[src/inc/cpf_pkg.sv]
// cpf_pkg: constants and types for the cpu-style fifo host port
package cpf_pkg;
   // ----------------------------------------
   // status byte layout
   // ----------------------------------------
   localparam int STAT_RX_BIT = 0;
   localparam int STAT_TX_BIT = 1;
   localparam int STAT_SUSP_BIT = 2;
   localparam int STAT_CFG_BIT = 3;
   localparam logic [3:0] STAT_UPPER = 4'h0;
   // ----------------------------------------
   // register select decode
   // ----------------------------------------
   localparam logic SEL_DATA = 1'b0;
   localparam logic SEL_STAT = 1'b1;
   // ----------------------------------------
   // submode command codes
   // ----------------------------------------
   localparam logic [7:0] SUB_RESET = 8'h00;
   localparam logic [7:0] SUB_ABB = 8'h01;
   localparam logic [7:0] SUB_SERENG = 8'h02;
   localparam logic [7:0] SUB_SBB = 8'h04;
   localparam logic [7:0] SUB_FSRST = 8'h10;
   localparam logic [7:0] SUB_SYNCFIFO = 8'h40;
   // ----------------------------------------
   // timing
   // ----------------------------------------
   localparam int CLK_HZ = 10_000_000;
   localparam int LED_MS = 50;
   localparam int LED_CYC = LED_MS * (CLK_HZ / 1000);
   localparam int LED_W = 20;
   localparam int WAKE_MS = 20;
   localparam int WAKE_CYC = WAKE_MS * (CLK_HZ / 1000);
   localparam int FLUSH_NS = 250;
   localparam int FLUSH_CYC = (FLUSH_NS * (CLK_HZ / 1_000_000) + 999) / 1000;
   localparam int WAKE_W = 22;
   // ----------------------------------------
   // modes
   // ----------------------------------------
   typedef enum logic [2:0] {
      MD_UART, MD_AFIFO, MD_CPUFIFO, MD_HDLINK, MD_FSER
   } cpf_romode_t;
   typedef enum logic [2:0] {
      RM_NONE, RM_ABB, RM_SBB, RM_SERENG, RM_SFIFO
   } cpf_runmode_t;
   typedef struct packed {
      logic rxPresent;
      logic txFree;
      logic suspended;
      logic configured;
   } cpf_stat_t;
endpackage

[src/rtl/cpf_buf2.sv]
// cpf_buf2: two-entry byte buffer with valid/ready on both sides
`timescale 1ns/1ps
module cpf_buf2
   import cpf_pkg::*;
(
   input wire logic mclk,         // clock
   input wire logic resetn,       // sync reset, low
   input wire logic inValid,      // write side valid
   output logic inReady,          // write side ready
   input wire logic [7:0] inData, // write data
   output logic outValid,         // read side valid
   input wire logic outReady,     // read side ready
   output logic [7:0] outData     // read data
);
   logic [7:0] mem_ff [2];
   logic [7:0] nxt_mem [2];
   logic wp_ff, rp_ff, nxt_wp, nxt_rp;
   logic [1:0] cnt_ff, nxt_cnt;
   logic push, pop;

   // ----------------------------------------
   // next state
   // ----------------------------------------
   always_comb begin
      push = inValid && (cnt_ff != 2'h2);
      pop = outReady && (cnt_ff != 2'h0);
      nxt_mem = mem_ff;
      nxt_wp = wp_ff;
      nxt_rp = rp_ff;
      nxt_cnt = cnt_ff;
      if (push) begin
         nxt_mem[wp_ff] = inData;
         nxt_wp = ~wp_ff;
      end
      if (pop) begin
         nxt_rp = ~rp_ff;
      end
      nxt_cnt = cnt_ff + {1'b0, push} - {1'b0, pop};
   end

   // storage registers
   always_ff @(posedge mclk) begin
      if (!resetn) begin
         mem_ff[0] <= 8'h00;
         mem_ff[1] <= 8'h00;
         wp_ff <= 1'b0;
         rp_ff <= 1'b0;
         cnt_ff <= 2'h0;
      end else begin
         mem_ff <= nxt_mem;
         wp_ff <= nxt_wp;
         rp_ff <= nxt_rp;
         cnt_ff <= nxt_cnt;
      end
   end

   assign inReady = (cnt_ff != 2'h2);
   assign outValid = (cnt_ff != 2'h0);
   assign outData = mem_ff[rp_ff];
endmodule

[src/rtl/cpf_host_port.sv]
// cpf_host_port: cpu-style fifo host port with mode control, flush/wake and leds
//
// What this block does
// - chip select high ignores strobes; address bit picks data pipe or status/send-now.
// - status bits 0..3: rx data, tx space, suspend, configured, all active high.
// - host-port mode entered only from stored eeprom configuration.
// - uart mode offers tx and rx activity indicator outputs.
// - indicators float when idle and pull low while active.
// - one-shot timer stretches indicator activity to a visible pulse.
// - flush/wake pin honoured in all fifo modes and bit-bang modes.
// - send-immediate returns pending tx data as a short packet at once.
// - falling edge of flush/wake pin flags send-immediate to the usb side.
// - with pull-down enabled, no wake from suspend via flush/wake pin.
// - in uart mode the ring indicator pin provides wake-up.
// - default mode with no configuration is uart.
// - after each reset, stored eeprom mode configures the interface.
// - after enumeration, submode command selects bit-bang or serial engine.
// - sync fifo only via code 0x40 and only over stored async fifo.
// - software may hold fast serial in reset; other modes not changeable.
`timescale 1ns/1ps
module cpf_host_port
   import cpf_pkg::*;
(
   input wire logic mclk,                   // 10 MHz clock
   input wire logic resetn,                 // sync reset, low
   // cpu side
   input wire logic chipSelN,               // chip select, low
   input wire logic register_select_bit,    // 0 data pipe, 1 status
   input wire logic rdN,                    // read strobe, low
   input wire logic wrN,                    // write strobe, low
   input wire logic [7:0] dataIn,           // data bus in
   output logic [7:0] dataOut,              // data bus out
   output logic dataOe,                     // data bus drive enable
   // usb core side
   input wire logic eepromValid,            // eeprom config loaded pulse
   input wire cpf_romode_t eepromMode,      // stored mode
   input wire logic pullDownEn,             // pull-down on flush/wake pin
   input wire logic submodeValid,           // submode command pulse
   input wire logic [7:0] interface_submode_cmd, // submode code
   input wire logic enumerated,             // usb enumeration done
   input wire logic usbSuspend,             // usb suspended
   input wire logic usbConfigured,          // usb configured
   input wire logic rxValid,                // rx byte from usb
   output logic rxReady,                    // rx byte accepted
   input wire logic [7:0] rxData,           // rx byte
   output logic txValid,                    // tx byte to usb
   input wire logic txReady,                // usb takes tx byte
   output logic [7:0] txData,               // tx byte
   output logic sendNowReq,                 // short packet request pulse
   output logic wakeReq,                    // remote wake request pulse
   output logic fastSerRst,                 // fast serial held in reset
   output cpf_romode_t romMode,             // active stored mode
   output cpf_runmode_t runMode,            // software submode
   // pins
   input wire logic flush_or_wake_pin,      // flush/wake, low active
   input wire logic ring_indicator_pin,     // ring indicator, low active
   input wire logic uartTxAct,              // uart tx activity pulse
   input wire logic uartRxAct,              // uart rx activity pulse
   output logic txLedOut,                   // tx led pin level
   output logic txLedOe,                    // tx led drive enable
   output logic rxLedOut,                   // rx led pin level
   output logic rxLedOe                     // rx led drive enable
);
   // ----------------------------------------
   // state
   // ----------------------------------------
   cpf_romode_t romMode_ff, nxt_romMode;
   cpf_runmode_t runMode_ff, nxt_runMode;
   logic fsRst_ff, nxt_fsRst;
   logic rdAct_ff, nxt_rdAct, wrAct_ff, nxt_wrAct;
   logic [7:0] dOut_ff, nxt_dOut;
   logic dOe_ff, nxt_dOe;
   logic [7:0] wrLat_ff, nxt_wrLat;
   logic wrSel_ff, nxt_wrSel;
   logic rxReady_ff, nxt_rxReady;
   logic pinPrev_ff, nxt_pinPrev;
   logic [WAKE_W-1:0] lowCnt_ff, nxt_lowCnt, riCnt_ff, nxt_riCnt;
   logic sendNow_ff, nxt_sendNow, wake_ff, nxt_wake;
   logic txLed_ff, rxLed_ff, nxt_txLed, nxt_rxLed;
   logic txV_ff, nxt_txV;
   logic [7:0] txD_ff, nxt_txD;
   logic txActS, rxActS;
   logic bufInV, bufInR, bufOutV;
   logic [7:0] bufOutD;
   logic pushWr, cpuMode, siwuOn;
   cpf_stat_t stat;

   // byte for a read at the given select
   function automatic logic [7:0] readByte(input logic sel, input cpf_stat_t s, input logic [7:0] d);
      readByte = (sel == SEL_STAT) ? {STAT_UPPER, s.configured, s.suspended, s.txFree, s.rxPresent} : d;
   endfunction

   // ----------------------------------------
   // mode control
   // ----------------------------------------
   always_comb begin
      nxt_romMode = romMode_ff;
      nxt_runMode = runMode_ff;
      nxt_fsRst = fsRst_ff;
      if (eepromValid) begin
         nxt_romMode = eepromMode;
         nxt_runMode = RM_NONE;
         nxt_fsRst = 1'b0;
      end else if (submodeValid && enumerated) begin
         case (interface_submode_cmd)
            SUB_RESET: begin
               nxt_runMode = RM_NONE;
               nxt_fsRst = 1'b0;
            end
            SUB_ABB: nxt_runMode = RM_ABB;
            SUB_SBB: nxt_runMode = RM_SBB;
            SUB_SERENG: nxt_runMode = RM_SERENG;
            SUB_SYNCFIFO: begin
               if (romMode_ff == MD_AFIFO) begin
                  nxt_runMode = RM_SFIFO;
               end
            end
            SUB_FSRST: begin
               if (romMode_ff == MD_FSER) begin
                  nxt_fsRst = 1'b1;
               end
            end
            default: nxt_runMode = runMode_ff;
         endcase
      end
   end

   always_ff @(posedge mclk) begin
      if (!resetn) begin
         romMode_ff <= MD_UART;
         runMode_ff <= RM_NONE;
         fsRst_ff <= 1'b0;
      end else begin
         romMode_ff <= nxt_romMode;
         runMode_ff <= nxt_runMode;
         fsRst_ff <= nxt_fsRst;
      end
   end

   assign cpuMode = (romMode_ff == MD_CPUFIFO) && (runMode_ff == RM_NONE);
   assign siwuOn = (romMode_ff == MD_AFIFO) || (romMode_ff == MD_CPUFIFO)
      || (runMode_ff == RM_ABB) || (runMode_ff == RM_SBB) || (runMode_ff == RM_SFIFO);

   // ----------------------------------------
   // cpu port
   // ----------------------------------------
   assign stat.rxPresent = rxValid;
   assign stat.txFree = bufInR;
   assign stat.suspended = usbSuspend;
   assign stat.configured = usbConfigured;

   always_comb begin
      nxt_rdAct = cpuMode && !chipSelN && !rdN;
      nxt_wrAct = cpuMode && !chipSelN && !wrN;
      nxt_dOe = nxt_rdAct;
      nxt_dOut = readByte(register_select_bit, stat, rxData);
      nxt_rxReady = 1'b0;
      // one pop on the read's leading edge
      if (nxt_rdAct && !rdAct_ff && register_select_bit == SEL_DATA && rxValid) begin
         nxt_rxReady = 1'b1;
      end
      nxt_wrLat = wrLat_ff;
      nxt_wrSel = wrSel_ff;
      if (nxt_wrAct) begin
         nxt_wrLat = dataIn;
         nxt_wrSel = register_select_bit;
      end
   end

   assign pushWr = wrAct_ff && !nxt_wrAct;
   assign bufInV = pushWr && (wrSel_ff == SEL_DATA);

   always_ff @(posedge mclk) begin
      if (!resetn) begin
         rdAct_ff <= 1'b0;
         wrAct_ff <= 1'b0;
         dOe_ff <= 1'b0;
         dOut_ff <= 8'h00;
         rxReady_ff <= 1'b0;
         wrLat_ff <= 8'h00;
         wrSel_ff <= 1'b0;
      end else begin
         rdAct_ff <= nxt_rdAct;
         wrAct_ff <= nxt_wrAct;
         dOe_ff <= nxt_dOe;
         dOut_ff <= nxt_dOut;
         rxReady_ff <= nxt_rxReady;
         wrLat_ff <= nxt_wrLat;
         wrSel_ff <= nxt_wrSel;
      end
   end

   // tx buffer toward usb
   cpf_buf2 u_txbuf (
      .mclk(mclk),
      .resetn(resetn),
      .inValid(bufInV),
      .inReady(bufInR),
      .inData(wrLat_ff),
      .outValid(bufOutV),
      .outReady(!txV_ff || txReady),
      .outData(bufOutD)
   );

   // tx output stage
   always_comb begin
      nxt_txV = txV_ff;
      nxt_txD = txD_ff;
      if (!txV_ff || txReady) begin
         nxt_txV = bufOutV;
         nxt_txD = bufOutD;
      end
   end

   always_ff @(posedge mclk) begin
      if (!resetn) begin
         txV_ff <= 1'b0;
         txD_ff <= 8'h00;
      end else begin
         txV_ff <= nxt_txV;
         txD_ff <= nxt_txD;
      end
   end

   // ----------------------------------------
   // flush / wake
   // ----------------------------------------
   always_comb begin
      nxt_pinPrev = flush_or_wake_pin;
      nxt_sendNow = 1'b0;
      nxt_wake = 1'b0;
      nxt_lowCnt = flush_or_wake_pin ? '0 : lowCnt_ff;
      nxt_riCnt = ring_indicator_pin ? '0 : riCnt_ff;
      if (!flush_or_wake_pin && lowCnt_ff != WAKE_W'(WAKE_CYC)) begin
         nxt_lowCnt = lowCnt_ff + WAKE_W'(1);
      end
      if (!ring_indicator_pin && riCnt_ff != WAKE_W'(WAKE_CYC)) begin
         nxt_riCnt = riCnt_ff + WAKE_W'(1);
      end
      // falling edge flags a short packet
      if (siwuOn && pinPrev_ff && !flush_or_wake_pin && !usbSuspend) begin
         nxt_sendNow = 1'b1;
      end
      // cpu send-immediate write
      if (pushWr && wrSel_ff == SEL_STAT) begin
         nxt_sendNow = 1'b1;
      end
      // long low pulse wakes a suspended host
      if (siwuOn && !pullDownEn && usbSuspend
         && lowCnt_ff == WAKE_W'(WAKE_CYC - 1) && !flush_or_wake_pin) begin
         nxt_wake = 1'b1;
      end
      if (romMode_ff == MD_UART && usbSuspend
         && riCnt_ff == WAKE_W'(WAKE_CYC - 1) && !ring_indicator_pin) begin
         nxt_wake = 1'b1;
      end
   end

   always_ff @(posedge mclk) begin
      if (!resetn) begin
         pinPrev_ff <= 1'b1;
         lowCnt_ff <= '0;
         riCnt_ff <= '0;
         sendNow_ff <= 1'b0;
         wake_ff <= 1'b0;
      end else begin
         pinPrev_ff <= nxt_pinPrev;
         lowCnt_ff <= nxt_lowCnt;
         riCnt_ff <= nxt_riCnt;
         sendNow_ff <= nxt_sendNow;
         wake_ff <= nxt_wake;
      end
   end

   // ----------------------------------------
   // activity leds
   // ----------------------------------------
   cpf_oneshot u_txshot (
      .mclk(mclk),
      .resetn(resetn),
      .trig(uartTxAct),
      .active(txActS)
   );

   cpf_oneshot u_rxshot (
      .mclk(mclk),
      .resetn(resetn),
      .trig(uartRxAct),
      .active(rxActS)
   );

   always_comb begin
      nxt_txLed = (romMode_ff == MD_UART) && txActS;
      nxt_rxLed = (romMode_ff == MD_UART) && rxActS;
   end

   always_ff @(posedge mclk) begin
      if (!resetn) begin
         txLed_ff <= 1'b0;
         rxLed_ff <= 1'b0;
      end else begin
         txLed_ff <= nxt_txLed;
         rxLed_ff <= nxt_rxLed;
      end
   end

   // ----------------------------------------
   // outputs
   // ----------------------------------------
   assign dataOut = dOut_ff;
   assign dataOe = dOe_ff;
   assign rxReady = rxReady_ff;
   assign txValid = txV_ff;
   assign txData = txD_ff;
   assign sendNowReq = sendNow_ff;
   assign wakeReq = wake_ff;
   assign fastSerRst = fsRst_ff;
   assign romMode = romMode_ff;
   assign runMode = runMode_ff;
   assign txLedOut = 1'b0;
   assign rxLedOut = 1'b0;
   assign txLedOe = txLed_ff;
   assign rxLedOe = rxLed_ff;
endmodule

[src/rtl/cpf_oneshot.sv]
// cpf_oneshot: retriggerable one-shot stretching activity into an led pulse
`timescale 1ns/1ps
module cpf_oneshot
   import cpf_pkg::*;
(
   input wire logic mclk,    // clock
   input wire logic resetn,  // sync reset, low
   input wire logic trig,    // activity pulse
   output logic active       // stretched activity
);
   logic [LED_W-1:0] cnt_ff, nxt_cnt;

   // reload on activity, count down otherwise
   always_comb begin
      nxt_cnt = cnt_ff;
      if (trig) begin
         nxt_cnt = LED_W'(LED_CYC);
      end else if (cnt_ff != '0) begin
         nxt_cnt = cnt_ff - LED_W'(1);
      end
   end

   always_ff @(posedge mclk) begin
      if (!resetn) begin
         cnt_ff <= '0;
      end else begin
         cnt_ff <= nxt_cnt;
      end
   end

   assign active = (cnt_ff != '0);
endmodule

[config.mk]
export PLATFORM = sky130hd
export DESIGN_NAME = cpf_host_port
export DESIGN_NICKNAME = d
export VERILOG_FILES = /design/src/inc/cpf_pkg.sv /design/src/rtl/cpf_buf2.sv /design/src/rtl/cpf_host_port.sv /design/src/rtl/cpf_oneshot.sv
export SDC_FILE = /design/constraint.sdc
export NUM_CORES = 1
export LEC_CHECK = 0
export BUFFER_PORTS_ARGS = -buffer_cell sky130_fd_sc_hd__buf_2
export CORE_MARGIN = 5
export CORE_UTILIZATION = 59
export CTS_BUF_LIST = sky130_fd_sc_hd__clkbuf_16
export CTS_CLUSTER_DIAMETER = 80
export DETAILED_ROUTE_END_ITERATION = 8
export PLACE_DENSITY = 0.79
export SETUP_SLACK_MARGIN = 0.15
export SYNTH_ARGS = -nofsm -noshare
export SYNTH_HDL_FRONTEND = slang
export SYNTH_SLANG_ARGS = --single-unit
[constraint.sdc]
create_clock -name mclk -period 2.9 [get_ports mclk]
set_input_delay 0.435 -clock mclk [delete_from_list [all_inputs] [get_ports mclk]]
set_output_delay 0.435 -clock mclk [all_outputs]
set_load 0.02 [all_outputs]
**After elaboration in Yosys (flattened, before gate mapping)**

Cells that the tools add are included.

- Add/subtract/negate cells: 6
- Order comparisons: 3
- Equality and inequality tests: 18
- Multiplexer cells: 24
- Bitwise gates (word level): 7
- Reductions and logical operators: 61

Operators with widths:

| kind | count |
|---|---|
| $mux 22 | 4 |
| $mux 19 | 4 |
| $add 22x1->22 const B | 2 |
| $eq 22x18->1 const B | 2 |
| $ne 22x18->1 const B | 2 |
| $reduce_bool 20->1 | 2 |
| $sub 20x1->20 const B | 2 |
| $mux 8 | 4 |
| $logic_and 1x1->1 | 28 |
| $bwmux 16 | 1 |
| $pmux 3 s5 | 1 |
| $reduce_bool 2->1 | 6 |
| $logic_not 1->1 | 10 |
| $demux 8 s1 | 1 |
| $eq 8x1->1 const B | 1 |
| $eq 8x2->1 const B | 1 |
| $eq 8x3->1 const B | 1 |
| $eq 8x5->1 const B | 1 |
| $eq 8x7->1 const B | 1 |
| $logic_not 8->1 | 1 |
| $reduce_or 2->1 | 4 |
| $eq 3x1->1 const B | 2 |
| $eq 3x2->1 const B | 2 |
| $eq 3x3->1 const B | 2 |
| 15 further kinds | 34 |

- Register bits after elaboration: 145
- Output and inout bits: 32
- Logic and storage cells: 147

**Depth between registers and ports, before layout**

- Depth after elaboration: 11
- Mapped depth: 9
- Mapped depth without buffers: 8

**Cells and area by module**

A second synthesis with hierarchy kept.

- Cell total of the unflattened synthesis: 746
- Area, all modules: 6926.6 um2

By module, submodules not included:

| module | times used | cells each | area an instance (um2) |
|---|---|---|---|
| cpf_host_port | 1 | 414 | 3761.1 |
| cpf_oneshot | 2 | 120 | 1123.6 |
| cpf_buf2 | 1 | 92 | 918.4 |

**Least setup slack after synthesis**

OpenSTA, ideal clock, no wires.

- Path kind: flip-flop to flip-flop
- Start: register romMode_ff[1], in the netlist romMode[1]
- End: register u_txbuf.cnt_ff[1]
- Setup time: 128 ps
- Arrival: 2193 ps
- Required time: 2772 ps
- Path slack: 580 ps
- Stages on the path, launching flop included: 10
- Buffers on the path: 2
- Clock period less this slack: 2320 ps
- Cell sequence: dfxtp_1 -> or4b_1 -> buf_2 -> o31ai_4 -> buf_4 -> nor3_1 -> ha_1 -> xor2_1 -> xnor2_1 -> nor2_1

- Word-level cells in the longest chain between the ends: 10

Ends and longest elaborated chain:

| element | line | source |
|---|---|---|
| from (decl) | cpf_host_port.sv:67 | `cpf_romode_t romMode_ff, nxt_romMode;` |
| from (signal assigned) | cpf_host_port.sv:134 | `romMode_ff <= nxt_romMode;` |
| $eq 3x2->1 | cpf_host_port.sv:140 | `assign cpuMode = (romMode_ff == MD_CPUFIFO) && (runMode_ff == RM_NONE);` |
| $logic_and 1x1->1 | cpf_host_port.sv:140 |  |
| $logic_and 1x1->1 (2 in a row) | cpf_host_port.sv:154 | `nxt_wrAct = cpuMode && !chipSelN && !wrN;` |
| $logic_not 1->1 | cpf_host_port.sv:170 | `assign pushWr = wrAct_ff && !nxt_wrAct;` |
| $logic_and 1x1->1 | cpf_host_port.sv:170 |  |
| $logic_and 1x1->1 | cpf_host_port.sv:171 | `assign bufInV = pushWr && (wrSel_ff == SEL_DATA);` |
| $logic_and 1x1->1 | cpf_buf2.sv:25 | `push = inValid && (cnt_ff != 2'h2);` |
| named net u_txbuf.push | cpf_buf2.sv:19 | `logic push, pop;` |
| $add 2x1->2 | cpf_buf2.sv:38 | `nxt_cnt = cnt_ff + {1'b0, push} - {1'b0, pop};` |
| $sub 2x1->2 | cpf_buf2.sv:38 |  |
| to (signal assigned) | cpf_buf2.sv:53 | `cnt_ff <= nxt_cnt;` |
| to (decl) | cpf_buf2.sv:18 | `logic [1:0] cnt_ff, nxt_cnt;` |

The timed path passes the listed nets, and every way through them passes these cells.
A chain may end at the register's enable or synchronous reset.

**Final worst setup path**

- Start: register u_txshot.cnt_ff[9]
- End: register u_txshot.cnt_ff[1]

- Word-level cells in the longest chain between the ends: 1

Ends and longest elaborated chain:

| element | line | source |
|---|---|---|
| from (decl) | cpf_oneshot.sv:11 | `logic [LED_W-1:0] cnt_ff, nxt_cnt;` |
| from (signal assigned) | cpf_oneshot.sv:27 | `cnt_ff <= nxt_cnt;` |
| $reduce_bool 20->1 | cpf_oneshot.sv:18 | `end else if (cnt_ff != '0) begin` |

Every way passes these cells.

==> results.cfg <==
[die]
die-area_sq_um = 14080
die_w_microns = 118.7
coreArea_sq_um = 11520
boundaryPins = 77
start_util_pct = 60.51
die_height_microns = 118.7
placement_rows = 39

[grt]
grt_use_met1_pct = 29.08
layer_with_the_highest_usage = met2
grt_pass1_wl_microns = 28560
grt_pass1_vias = 6116
global_route.usage.met2_pct = 42.20
antenna_found_initial = 3
grt.total_usage_pct = 24.38
global_route.overflow_total = 0
groute.layer.met3.usage_pct = 6.399
grt_start_max_net_pins = 38

[drt]
drt.antenna.violating_nets = 0
num_vias = 6364
drt-vias-per-instance = 6.227
residual_drc = 0
post_drt_wl_per_cell_microns = 16.69
drt_iter0_drc = 518
routed_wire_length_microns = 17050
drt_first_pass_iters = 5

[layout]
final_cell_mix = 145 x sky130_fd_sc_hd__dfxtp_1, 77 x sky130_fd_sc_hd__nor2_1, 74 x sky130_fd_sc_hd__buf_2
fillers = 918
number_of_nets_in_the_final_layout = 921
final-instance-count-excl-fill = 1022
layout_commonest_cell = sky130_fd_sc_hd__dfxtp_1
insertedDiodeCount = 0
syn2layout_area_growth_pct = 14.54
share_of_layout_cells_above_drive_strength_1_pct = 15.93

[setup_path]
timing.critical_path.slowest_stage_cell = sky130_fd_sc_hd__nor4_1
rr_worst_depth = 4
cp_top_family = simple AND/OR/NAND/NOR gates
timing.reg2reg.setup_slack_ns = 0.67
critical_path_arrival_ns = 2.54
cp_data_required_time_ns = 3.21
rr_endpoint = u_txshot.cnt_ff[1]
critical_path.endpoint = u_txshot.cnt_ff[1]
crit_path_start_kind = flop
timing.critical_path.slowest_cell_delay_ns = 0.56
critical_path_buf_inv_count = 0
r2r_start = u_txshot.cnt_ff[9]
crit_type = reg2reg
timing.critical_path.from = u_txshot.cnt_ff[9]
cp.depth = 4
critPathCaptureType = flop
crit_path_cell_trace = nor4_1 -> nand4_1 -> nor3_4 -> mux2_2
maximum_fanout_along_the_worst_path = 8

[synth]
postSynthRegisterBits = 145
synth_top_flop_cell = sky130_fd_sc_hd__dfxtp_1
synth_sequential_area_ratio_pct = 41.66
post_synth_num_cell_types = 67
synth-warning-count = 0
synth_enable_flop_cells = 0
synth_cells = 810
synth_area_per_cell_sq_um = 8.602
mappedNetlistArea_sq_um = 6968
asyncSetResetFlopFracSynth_pct = 0

[clock_network]
root_buffer = sky130_fd_sc_hd__clkbuf_16
postcts_setup_bufs = 0
h-tree-depth = 4
numCtsBuffers = 17
tritoncts = yes
ctsResizeCount = 0
max-clock-path-buffers = 2
cts.clk_slew.worst_paths_ns = 0.06
insertion_delay_ns = 0.42
post_cts_hold_buffer_count = 0
tritoncts_num_sinks = 145

[pwr]
leakage_nw = 2.956
max-vdd-ir-drop_mv = 0.6101
power.density_nw_per_um2 = 645.2

[sta]
minimum_clock_period_ns = 2.233
finalSetupViolCount = 0
hold_viol_final = 0
postLayoutSetupSlackWorst_ns = 0.6674
finClkSkew_ns = 0.006146
maxClockFrequency_ghz = 0.4479
max-slew-margin-rel_pct = 24.12
timing.final.crit_share_pct = 76.99
setup-tns-final_ns = 0
final_max_slew_viol_count = 0
worst_pin_slew_ns = 1.130
rsz_0062_raised_after_global_routing = no

[status]
run_status = complete, no violations

[place]
placed_cells_incl_taps = 990
place_ws_ns = 0.7120
placer_congestion = 0.9012
place.port_buffers = 74
detailedPlacementHpwl_microns = 11870

[min_path]
min_path_type = in2reg

[job]
timing.max_cap.violations = 0
==> power breakdown <==
part           switching, W  internal, W  total [W]
sequential         0.000105      0.00209    0.00219
clock              0.000813      0.00142    0.00223
combinational      0.000449     0.000276   0.000726
==> synth_stat cells (all sizes together) (3+ instances only) <==
cell type | count | area share (%)
nand3b | 5 | 0.54
o41ai | 3 | 0.38
o21a | 4 | 0.43
nor2 | 77 | 4.1
nand2 | 45 | 2.4
nor3 | 27 | 2.2
and4 | 10 | 1.3
nor4 | 27 | 2.6
o31ai | 17 | 2.0
nor2b | 6 | 0.54
a21oi | 51 | 3.7
and3 | 11 | 1.0
or4 | 19 | 2.1
or2 | 14 | 1.3
clkbuf | 33 | 1.8
o211ai | 3 | 0.32
a31oi | 8 | 0.72
xor2 | 13 | 1.6
buf | 12 | 1.1
a211oi | 12 | 1.3
or3 | 16 | 1.4
ha | 10 | 1.8
and2 | 9 | 0.81
o21ai | 40 | 2.9
or3b | 3 | 0.38
xnor2 | 13 | 1.6
nand3 | 45 | 3.4
o31a | 5 | 0.63
a311oi | 6 | 0.75
nand4 | 23 | 2.1
mux2i | 34 | 4.9
inv | 21 | 1.1
o311ai | 4 | 0.50
nand2b | 8 | 0.72
nor4b | 6 | 0.75
dfxtp | 145 | 42
==> flip-flops by register name (all words and copies together) (netlist names), 2 cells and up <==
register,cells
dataOut,8
lowCnt_ff,22
riCnt_ff,22
romMode,3
runMode,3
txData,8
u_rxshot.cnt_ff,20
u_txbuf.cnt_ff,2
u_txbuf.mem_ff,16
u_txshot.cnt_ff,20
wrLat_ff,8
==> per-layer routing <==
metal  wire length (microns)  up-vias
met4                     357        6
met3                     965       43
li1                        -     3104
met2                    8613      194
met1                    7075     3017
met5                      41        -
==> worst reg2reg max path, stage by stage, from the launching register on <==
cell                      delay (ns)
sky130_fd_sc_hd__dfxtp_1        0.36
sky130_fd_sc_hd__nor4_1         0.56
sky130_fd_sc_hd__nand4_1        0.41
sky130_fd_sc_hd__nor3_4         0.42
sky130_fd_sc_hd__mux2_2         0.37
==> layout make-up <==
type	instances	area [sq um]	area share, %
Inverter	21	78.83	0.9876
Timing Repair Buffer	81	422.9	5.299
Clock buffer	17	425.4	5.330
Multi-Input combinational cell	600	3797	47.58
Clock inverter	15	175.2	2.195
Sequential cell	145	2903	36.37
Tap cell	143	178.9	2.242
==> cells by family after synthesis <==
family	after synthesis	synth area share (%)
AO/OA/AOI/OAI	166	15.33
XOR/XNOR	26	3.268
adder cells (fa/ha/maj)	10	1.796
buffers and inverters	66	3.968
flip-flops	145	41.66
multiplexers	35	5.046
other	1	0.05382
AND/OR/NAND/NOR	361	28.87
==> worst min-delay path by stage <==
stage | cells past startpoint | start | slack (ns) | endpoint
after floorplan | 2 | pinPrev_ff | 0.43 | sendNowReq
after global placement | 2 | pinPrev_ff | 0.45 | sendNowReq
after detailed placement | 2 | pinPrev_ff | 0.46 | sendNowReq
after CTS | 2 | rdN | 0.18 | dataOe
after global routing | 2 | rdN | 0.20 | dataOe
final | 2 | rdN | 0.20 | dataOe
==> metrics by stage <==
step	power, W	hold WS [ns]	util (%)	instance area (sq um)
detailed placement	0.002944	0.4575	64.09	7381
finish	0.005149	0.1956	69.31	7981
global route	0.005362	0.1966	69.31	7981
CTS	0.005161	0.1801	69.31	7981
global placement	0.002909	0.4483	64.09	7381
floorplan	0.002740	0.4325	-	6972
Power figures use the tool's default switching activity.
